$ cat src/verilog/lcp_defines.svh
`ifndef LCP_DEFINES_SVH
`define LCP_DEFINES_SVH


// ***********************************
// register offsets
// ***********************************
`define LCP_ADDR_CSUM0 16'h05A0
`define LCP_ADDR_CSUM1 16'h05A1
`define LCP_ADDR_CSUM2 16'h05A2
`define LCP_ADDR_CSUM3 16'h05A3
`define LCP_ADDR_PD 16'h05B0

// ***********************************
// reset values
// ***********************************
`define LCP_RST_CSUM0 8'hC3
`define LCP_RST_CSUM1 8'hC4
`define LCP_RST_CSUM2 8'hC5
`define LCP_RST_CSUM3 8'hC6
`define LCP_RST_PD 8'h00
`define LCP_RDATA_IDLE 8'h00

// ***********************************
// widths
// ***********************************
`define LCP_ADDR_W 16
`define LCP_DATA_W 8
`define LCP_LID_W 5

`endif

$ cat src/verilog/lcp_pkg.sv
`include "lcp_defines.svh"

package lcp_pkg;

   typedef logic [`LCP_DATA_W-1:0] lcp_byte_t;
   typedef logic [`LCP_ADDR_W-1:0] lcp_addr_t;

   typedef enum logic [2:0] {
      LCP_SEL_NONE,
      LCP_SEL_CSUM0,
      LCP_SEL_CSUM1,
      LCP_SEL_CSUM2,
      LCP_SEL_CSUM3,
      LCP_SEL_PD
   } lcp_sel_e;

   // shared by the read and write paths
   function automatic lcp_sel_e lcp_decode(input lcp_addr_t addr);
      lcp_sel_e sel;
      sel = LCP_SEL_NONE;
      if (addr == `LCP_ADDR_CSUM0) begin
         sel = LCP_SEL_CSUM0;
      end else if (addr == `LCP_ADDR_CSUM1) begin
         sel = LCP_SEL_CSUM1;
      end else if (addr == `LCP_ADDR_CSUM2) begin
         sel = LCP_SEL_CSUM2;
      end else if (addr == `LCP_ADDR_CSUM3) begin
         sel = LCP_SEL_CSUM3;
      end else if (addr == `LCP_ADDR_PD) begin
         sel = LCP_SEL_PD;
      end
      return sel;
   endfunction

endpackage

$ cat src/verilog/lcp_lane_csum.sv
`include "lcp_defines.svh"

module lcp_lane_csum #(
   parameter logic [7:0] RST_VAL = `LCP_RST_CSUM0
) (
   // clock and reset
   input wire logic clk,
   input wire logic rst_b,
   // link configuration fields
   input wire logic [7:0] did,
   input wire logic [3:0] bid,
   input wire logic [4:0] lid,
   input wire logic scr,
   input wire logic [4:0] l_m1,
   input wire logic [7:0] f_m1,
   input wire logic [4:0] k_m1,
   input wire logic [7:0] m_m1,
   input wire logic [1:0] cs,
   input wire logic [4:0] n_m1,
   input wire logic [2:0] subclassv,
   input wire logic [4:0] np_m1,
   input wire logic [2:0] jesdv,
   input wire logic [4:0] s_m1,
   input wire logic hd,
   input wire logic [4:0] cf,
   // checksum
   output lcp_pkg::lcp_byte_t csum
);
   import lcp_pkg::*;

   lcp_byte_t csum_reg;
   lcp_byte_t csum_next;

   // 8-bit adds wrap, which is the modulo 256 itself
   always_comb begin
      csum_next = did + 8'(bid) + 8'(lid) + 8'(scr) + 8'(l_m1) + f_m1 + 8'(k_m1)
         + m_m1 + 8'(cs) + 8'(n_m1) + 8'(subclassv) + 8'(np_m1) + 8'(jesdv)
         + 8'(s_m1) + 8'(hd) + 8'(cf);
   end

   // recomputed every cycle, never loaded from the bus
   always_ff @(posedge clk) begin
      if (!rst_b) begin
         csum_reg <= RST_VAL;
      end else begin
         csum_reg <= csum_next;
      end
   end

   assign csum = csum_reg;

endmodule

$ cat src/verilog/lcp_pd_ctrl.sv
`include "lcp_defines.svh"

module lcp_pd_ctrl #(
   parameter int NUM_LANES = 8
) (
   // clock and reset
   input wire logic clk,
   input wire logic rst_b,
   // write port
   input wire logic wr_en,
   input wire logic [NUM_LANES-1:0] wdata,
   // lane control
   output logic [NUM_LANES-1:0] lane_pd
);
   import lcp_pkg::*;

   logic [NUM_LANES-1:0] pd_reg;
   logic [NUM_LANES-1:0] pd_next;

   always_comb begin
      pd_next = pd_reg;
      if (wr_en) begin
         pd_next = wdata;
      end
   end

   always_ff @(posedge clk) begin
      if (!rst_b) begin
         pd_reg <= NUM_LANES'(`LCP_RST_PD);
      end else begin
         pd_reg <= pd_next;
      end
   end

   assign lane_pd = pd_reg;

endmodule

$ cat src/verilog/lcp_top.sv
`include "lcp_defines.svh"

module lcp_top #(
   parameter int NUM_CSUM_LANES = 4,
   parameter int NUM_PHY_LANES = 8
) (
   // clock and reset
   input wire logic clk,
   input wire logic rst_b,
   // register port
   input wire lcp_pkg::lcp_addr_t reg_addr,
   input wire lcp_pkg::lcp_byte_t reg_wdata,
   input wire logic reg_wr,
   input wire logic reg_rd,
   output lcp_pkg::lcp_byte_t reg_rdata,
   // link configuration fields, common to all lanes
   input wire logic [7:0] cfg_did,
   input wire logic [3:0] cfg_bid,
   input wire logic cfg_scr,
   input wire logic [4:0] cfg_l_m1,
   input wire logic [7:0] cfg_f_m1,
   input wire logic [4:0] cfg_k_m1,
   input wire logic [7:0] cfg_m_m1,
   input wire logic [1:0] cfg_cs,
   input wire logic [4:0] cfg_n_m1,
   input wire logic [2:0] cfg_subclassv,
   input wire logic [4:0] cfg_np_m1,
   input wire logic [2:0] cfg_jesdv,
   input wire logic [4:0] cfg_s_m1,
   input wire logic cfg_hd,
   input wire logic [4:0] cfg_control_words_per_frame,
   // per-lane identifiers, lane i at bits [5*i+4:5*i]
   input wire logic [NUM_CSUM_LANES*`LCP_LID_W-1:0] cfg_lane_id,
   // serial lane control
   output logic [NUM_PHY_LANES-1:0] serial_lane_output_pair_pd
);
   import lcp_pkg::*;

   // ***********************************
   // checksums
   // ***********************************
   lcp_byte_t csum [NUM_CSUM_LANES];

   for (genvar i = 0; i < NUM_CSUM_LANES; i++) begin : g_csum
      localparam logic [7:0] RST_VAL = (i == 0) ? `LCP_RST_CSUM0 :
         (i == 1) ? `LCP_RST_CSUM1 : (i == 2) ? `LCP_RST_CSUM2 : `LCP_RST_CSUM3;
      lcp_lane_csum #(
         .RST_VAL(RST_VAL)
      ) u_csum (
         .clk(clk),
         .rst_b(rst_b),
         .did(cfg_did),
         .bid(cfg_bid),
         .lid(cfg_lane_id[i*`LCP_LID_W +: `LCP_LID_W]),
         .scr(cfg_scr),
         .l_m1(cfg_l_m1),
         .f_m1(cfg_f_m1),
         .k_m1(cfg_k_m1),
         .m_m1(cfg_m_m1),
         .cs(cfg_cs),
         .n_m1(cfg_n_m1),
         .subclassv(cfg_subclassv),
         .np_m1(cfg_np_m1),
         .jesdv(cfg_jesdv),
         .s_m1(cfg_s_m1),
         .hd(cfg_hd),
         .cf(cfg_control_words_per_frame),
         .csum(csum[i])
      );
   end

   // ***********************************
   // write decode
   // ***********************************
   lcp_sel_e wr_sel;
   logic pd_wr;

   // checksum addresses decode but have no write path
   always_comb begin
      wr_sel = lcp_decode(reg_addr);
      pd_wr = reg_wr && (wr_sel == LCP_SEL_PD);
   end

   lcp_pd_ctrl #(
      .NUM_LANES(NUM_PHY_LANES)
   ) u_pd (
      .clk(clk),
      .rst_b(rst_b),
      .wr_en(pd_wr),
      .wdata(reg_wdata[NUM_PHY_LANES-1:0]),
      .lane_pd(serial_lane_output_pair_pd)
   );

   // ***********************************
   // read path
   // ***********************************
   lcp_byte_t rdata_reg;
   lcp_byte_t rdata_next;

   // data stands only in the cycle after the strobe, zero otherwise
   always_comb begin
      rdata_next = `LCP_RDATA_IDLE;
      if (reg_rd) begin
         case (lcp_decode(reg_addr))
            LCP_SEL_CSUM0: rdata_next = csum[0];
            LCP_SEL_CSUM1: rdata_next = csum[1];
            LCP_SEL_CSUM2: rdata_next = csum[2];
            LCP_SEL_CSUM3: rdata_next = csum[3];
            LCP_SEL_PD: rdata_next = 8'(serial_lane_output_pair_pd);
            default: rdata_next = `LCP_RDATA_IDLE;
         endcase
      end
   end

   always_ff @(posedge clk) begin
      if (!rst_b) begin
         rdata_reg <= `LCP_RDATA_IDLE;
      end else begin
         rdata_reg <= rdata_next;
      end
   end

   assign reg_rdata = rdata_reg;

endmodule

$ cat config.mk
export PLATFORM = sky130hd
export DESIGN_NAME = lcp_top
export DESIGN_NICKNAME = d
export VERILOG_FILES = /design/src/verilog/lcp_pkg.sv /design/src/verilog/lcp_lane_csum.sv /design/src/verilog/lcp_pd_ctrl.sv /design/src/verilog/lcp_top.sv
export VERILOG_INCLUDE_DIRS = /design/src /design/src/verilog
export SDC_FILE = /design/constraint.sdc
export NUM_CORES = 1
export LEC_CHECK = 0
export BUFFER_PORTS_ARGS = -buffer_cell sky130_fd_sc_hd__buf_2
export CAP_MARGIN = 10
export CORE_MARGIN = 2
export CORE_UTILIZATION = 45
export CTS_CLUSTER_SIZE = 28
export DETAILED_ROUTE_END_ITERATION = 8
export GPL_ROUTABILITY_DRIVEN = 0
export GPL_TIMING_DRIVEN = 0
export PLACE_DENSITY = 0.75
export SYNTH_ARGS = -nofsm -noshare
export SYNTH_HDL_FRONTEND = slang
export SYNTH_SLANG_ARGS = --single-unit
$ cat constraint.sdc
create_clock -name clk -period 4.8 [get_ports clk]
set_clock_uncertainty 0.2 [all_clocks]
set_input_delay 0.48 -clock clk [delete_from_list [all_inputs] [get_ports clk]]
set_output_delay 0.48 -clock clk [all_outputs]
set_load 0.05 [all_outputs]
==> results.txt <==
----------------------------------------------------
[Synthesis]
  Library cells used by synthesis ... 35
  Avg Inst Size Synth ... 10.20 sq um
  Sequential cell area fraction in the yosys report ... between 10% and 20%
  Yosys top cell area share ... approximately two fifths
  Number of synthesized register bits ... 48
  Async set-reset flop share out of synthesis ... 0%
  Mapped Cells ... 607
  Post-synth top area cell ... sky130_fd_sc_hd__fa_1
  Syn nets ... 897
  Cell area after synthesis ... 6188 sq um
  Number of flops mapped to enable cells by yosys ... 0
  Ranking of synthesized cells by area ... sky130_fd_sc_hd__fa_1 (40%), sky130_fd_sc_hd__dfxtp_1 (16%), sky130_fd_sc_hd__inv_1 (11%)
  Number of warnings reported in the yosys synthesis log ... 0
  Most used DFF post-synth ... sky130_fd_sc_hd__dfxtp_1

[Timing]
  Final worst-path cycle share ... 100.9%
  Max-Slew Margin vs Limit ... a little under 50%
  Minimum clock period ... 4.841 ns
  Worst Max-Slew Pin Slew ... ~0.76 ns
  RSZ-0062 raised after global routing ... yes
  Final number of max-transition violations ... 0
  Setup-failing EPs final ... 2
  Final hold violation count ... 0
  Hold slack ... 0.2583 ns
  FMAX ... 0.2066 GHz
  Fin worst setup slack ... -0.04109 ns

[Global routing]
  Number of antenna violations at the first check in global routing ... 0
  Final global-route overflow total ... 0
  Wire length of the first global-routing pass ... 21,210 um
  Maximum number of pins on one net before global-route repair ... 15
  Via count of the first global-routing pass ... between 4,000 and 5,000
  Overall global routing resource usage ... a little under a fifth

[Clock network]
  CTS tree ... done
  Clk pin slew, worst setup/hold paths ... 0.06 ns
  TritonCTS sink count ... between 40 and 50
  Buffer type at the clock tree root ... sky130_fd_sc_hd__clkbuf_16
  Clk Latency, worst-skew pair ... 0.28 ns
  Hold Buf Count CTS ... 0
  Number of H-tree levels ... 2
  Maximum root-to-sink buffer count ... 2
  TritonCTS buffer count ... 5

[Floorplanning]
  Initial cell density of the core ... 46.36%
  Total number of placement rows ... 42
  Standard cell core area ... about 13,000 sq um
  Number of placed I/O pins ... between 100 and 150
  Die height ... between 100 and 150 um
  Die width ... 121.3 um
  Area of the die ... 14,710 sq um

[Final layout]
  Total area of multi-input combinational cells ... approximately 5000 sq um
  Register area ... 960.9 sq um
  Non-Filler Cell Area, Final ... between 7000 and 8000 sq um
  Final core utilization ... 58.25%
  Final #Nets ... 1,041
  Count of antenna diodes in the layout ... 0
  Layout area overhead ... 25.64%
  Filler cell count ... 1,124
  Number of flip-flops in the largest register ... 32
  Fraction of final layout cells sized beyond drive strength 1 ... 30.32%

[Critical path]
  CP arrival ... 4.79 ns
  Data required, critical path ... 4.75 ns
  WS Path Type ... in2reg
  Startpoint types ... input port
  Capturing element type of the critical path ... register
  Highest fanout seen on the critical path ... 4

[Detailed routing]
  Post-detailed-route count of antenna-violating nets ... 0
  Post-detailed-routing wire length ... roughly 12,000 um
  Wire length per cell after detailed routing ... 13.39 um
  Detailed-route DRC error count ... 0
  First DRT Iteration DRCs ... 156
  DRT Pass-1 Iters ... 4
  Vias after detailed routing ... 4,363
  Vias per inst ... 4.702

[Placed design]
  Input/output buffers ... 130
  Detail Placement HPWL ... between 10,000 and 15,000 um
  Dpl cell area ... 7174 sq um

[Run status]
  Result of the run ... complete, but fails checks
  Violations in the final reports ... negative setup slack

[Hold path]
  Path class of the lowest-slack min-delay path ... in2reg

[Job]
  Max-cap check violation count ... 0

----------------------------------------------------
==> area by class of cell <==
class                   instances  share of cell area (%)
multi-input cells             375                   64.07
clock buffers                   6                   1.658
repair buffers                138                   9.800
inverters                     177                   8.545
clock inverters                 2                  0.4506
well taps                     176                   2.832
plain buffers                   6                  0.2897
flip-flops and latches         48                   12.36
==> cell usage after synthesis (4+ instances only) <==
cell type                    n
sky130_fd_sc_hd__o22a_1      4
sky130_fd_sc_hd__o31ai_1     4
sky130_fd_sc_hd__o21ai_0    17
sky130_fd_sc_hd__a22oi_1    16
sky130_fd_sc_hd__nand2_1    21
sky130_fd_sc_hd__ha_1       51
sky130_fd_sc_hd__and3b_1     4
sky130_fd_sc_hd__or3_1       5
sky130_fd_sc_hd__a21oi_1    24
sky130_fd_sc_hd__nor4_1      4
sky130_fd_sc_hd__fa_1      123
sky130_fd_sc_hd__mux2i_1    12
sky130_fd_sc_hd__inv_1     177
sky130_fd_sc_hd__xnor2_1     7
sky130_fd_sc_hd__mux2_2      8
sky130_fd_sc_hd__clkbuf_1    7
sky130_fd_sc_hd__nor2b_1    10
sky130_fd_sc_hd__a21o_1      4
sky130_fd_sc_hd__dfxtp_1    48
sky130_fd_sc_hd__nor2_1      5
sky130_fd_sc_hd__nand2b_1    7
sky130_fd_sc_hd__xor2_1     17
sky130_fd_sc_hd__and2_1     16
==> layout by cell type (no fill, tap or decap), drive strengths merged, types with 3 or more instances in the layout <==
| cell type | netlist | layout |
|---|---|---|
| a22oi | 16 | 16 |
| inv | 177 | 177 |
| or3 | 5 | 5 |
| nor4 | 6 | 6 |
| buf | 0 | 138 |
| nor2 | 5 | 5 |
| dfxtp | 48 | 48 |
| nand2b | 7 | 7 |
| nor3 | 3 | 3 |
| o22a | 4 | 4 |
| fa | 123 | 123 |
| a21oi | 24 | 24 |
| a21o | 4 | 4 |
| and3b | 4 | 4 |
| nand2 | 21 | 21 |
| clkbuf | 7 | 12 |
| o21ai | 18 | 18 |
| and2 | 16 | 16 |
| mux2 | 8 | 8 |
| o31ai | 4 | 4 |
| and3 | 3 | 3 |
| xor2 | 17 | 17 |
| nor2b | 10 | 10 |
| mux2i | 12 | 12 |
| xnor2 | 7 | 7 |
| ha | 51 | 51 |
==> layer usage <==
metal / vias up / track usage [%] / routed length (um)
met3: 10 / 2.115 / 508
met4: 0 / 2.658 / 133
met2: 101 / 34.90 / 6584
met1: 2119 / 21.93 / 5202
met5: - / 0 / 0
li1: 2133 / - / -
==> critical path: stages <==
cell	delay, ns
sky130_fd_sc_hd__buf_8	0.10
sky130_fd_sc_hd__ha_4	0.26
sky130_fd_sc_hd__a21oi_4	0.06
sky130_fd_sc_hd__o21ai_4	0.17
sky130_fd_sc_hd__nand2_2	0.09
sky130_fd_sc_hd__xor2_2	0.15
sky130_fd_sc_hd__fa_1	0.50
sky130_fd_sc_hd__inv_2	0.05
sky130_fd_sc_hd__ha_4	0.24
sky130_fd_sc_hd__fa_1	0.52
sky130_fd_sc_hd__fa_1	0.51
sky130_fd_sc_hd__inv_1	0.05
sky130_fd_sc_hd__fa_1	0.52
sky130_fd_sc_hd__inv_2	0.05
sky130_fd_sc_hd__ha_4	0.29
sky130_fd_sc_hd__nand2_4	0.06
sky130_fd_sc_hd__o21ai_4	0.17
sky130_fd_sc_hd__mux2i_2	0.29
sky130_fd_sc_hd__o22a_1	0.18
sky130_fd_sc_hd__o21ai_2	0.05
==> path summary, 6_finish.rpt <==
kind	from	to	slack, ns	cells after the start
worst min register to register	g_csum[2].u_csum.csum[4]$_SDFF_PN0_	reg_rdata[4]$_SDFF_PN0_	0.32	2
worst max-delay path	cfg_bid[1]	g_csum[0].u_csum.csum[7]$_SDFF_PN1_	-0.04	20
worst max register to register	u_pd.lane_pd[1]$_SDFFE_PN0P_	reg_rdata[1]$_SDFF_PN0_	3.63	3
worst min-delay path	reg_wdata[6]	u_pd.lane_pd[6]$_SDFFE_PN0P_	0.26	3
==> cell families (layout without fill, tap and decap cells) <==
| family | count (synthesis) | in the layout | synth area share [%] |
|---|---|---|---|
| buffers and inverters | 184 | 329 | 11.16 |
| adders and majority gates | 174 | 174 | 50.10 |
| and+or+nand+nor | 85 | 85 | 9.058 |
| AOI/OAI and AO/OA | 71 | 71 | 6.996 |
| DFF | 48 | 48 | 15.53 |
| xor gates and xnor gates | 25 | 25 | 3.761 |
| muxes | 20 | 20 | 3.397 |
==> repair_timing <==
item                       in CTS  in global routing
buffers inserted                6                  2
gates resized for setup        34                 40
pin swaps                      36                 43
setup endpoints to repair       8                  8
==> through the flow <==
step,worst slack [ns],std cells,TNS [ns]
6_report,-0.04109,928,-0.04948
3_5_place_dp,-0.5357,913,-4.416
5_1_grt,-0.2011,928,-0.8877
4_1_cts,-0.05933,927,-0.1158
3_3_place_gp,-0.4624,913,-3.775
2_1_floorplan,-0.03244,607,-0.1097
Power is not shown: default switching activity piles up to over one toggle a cycle in this logic, so the estimate is an artifact.
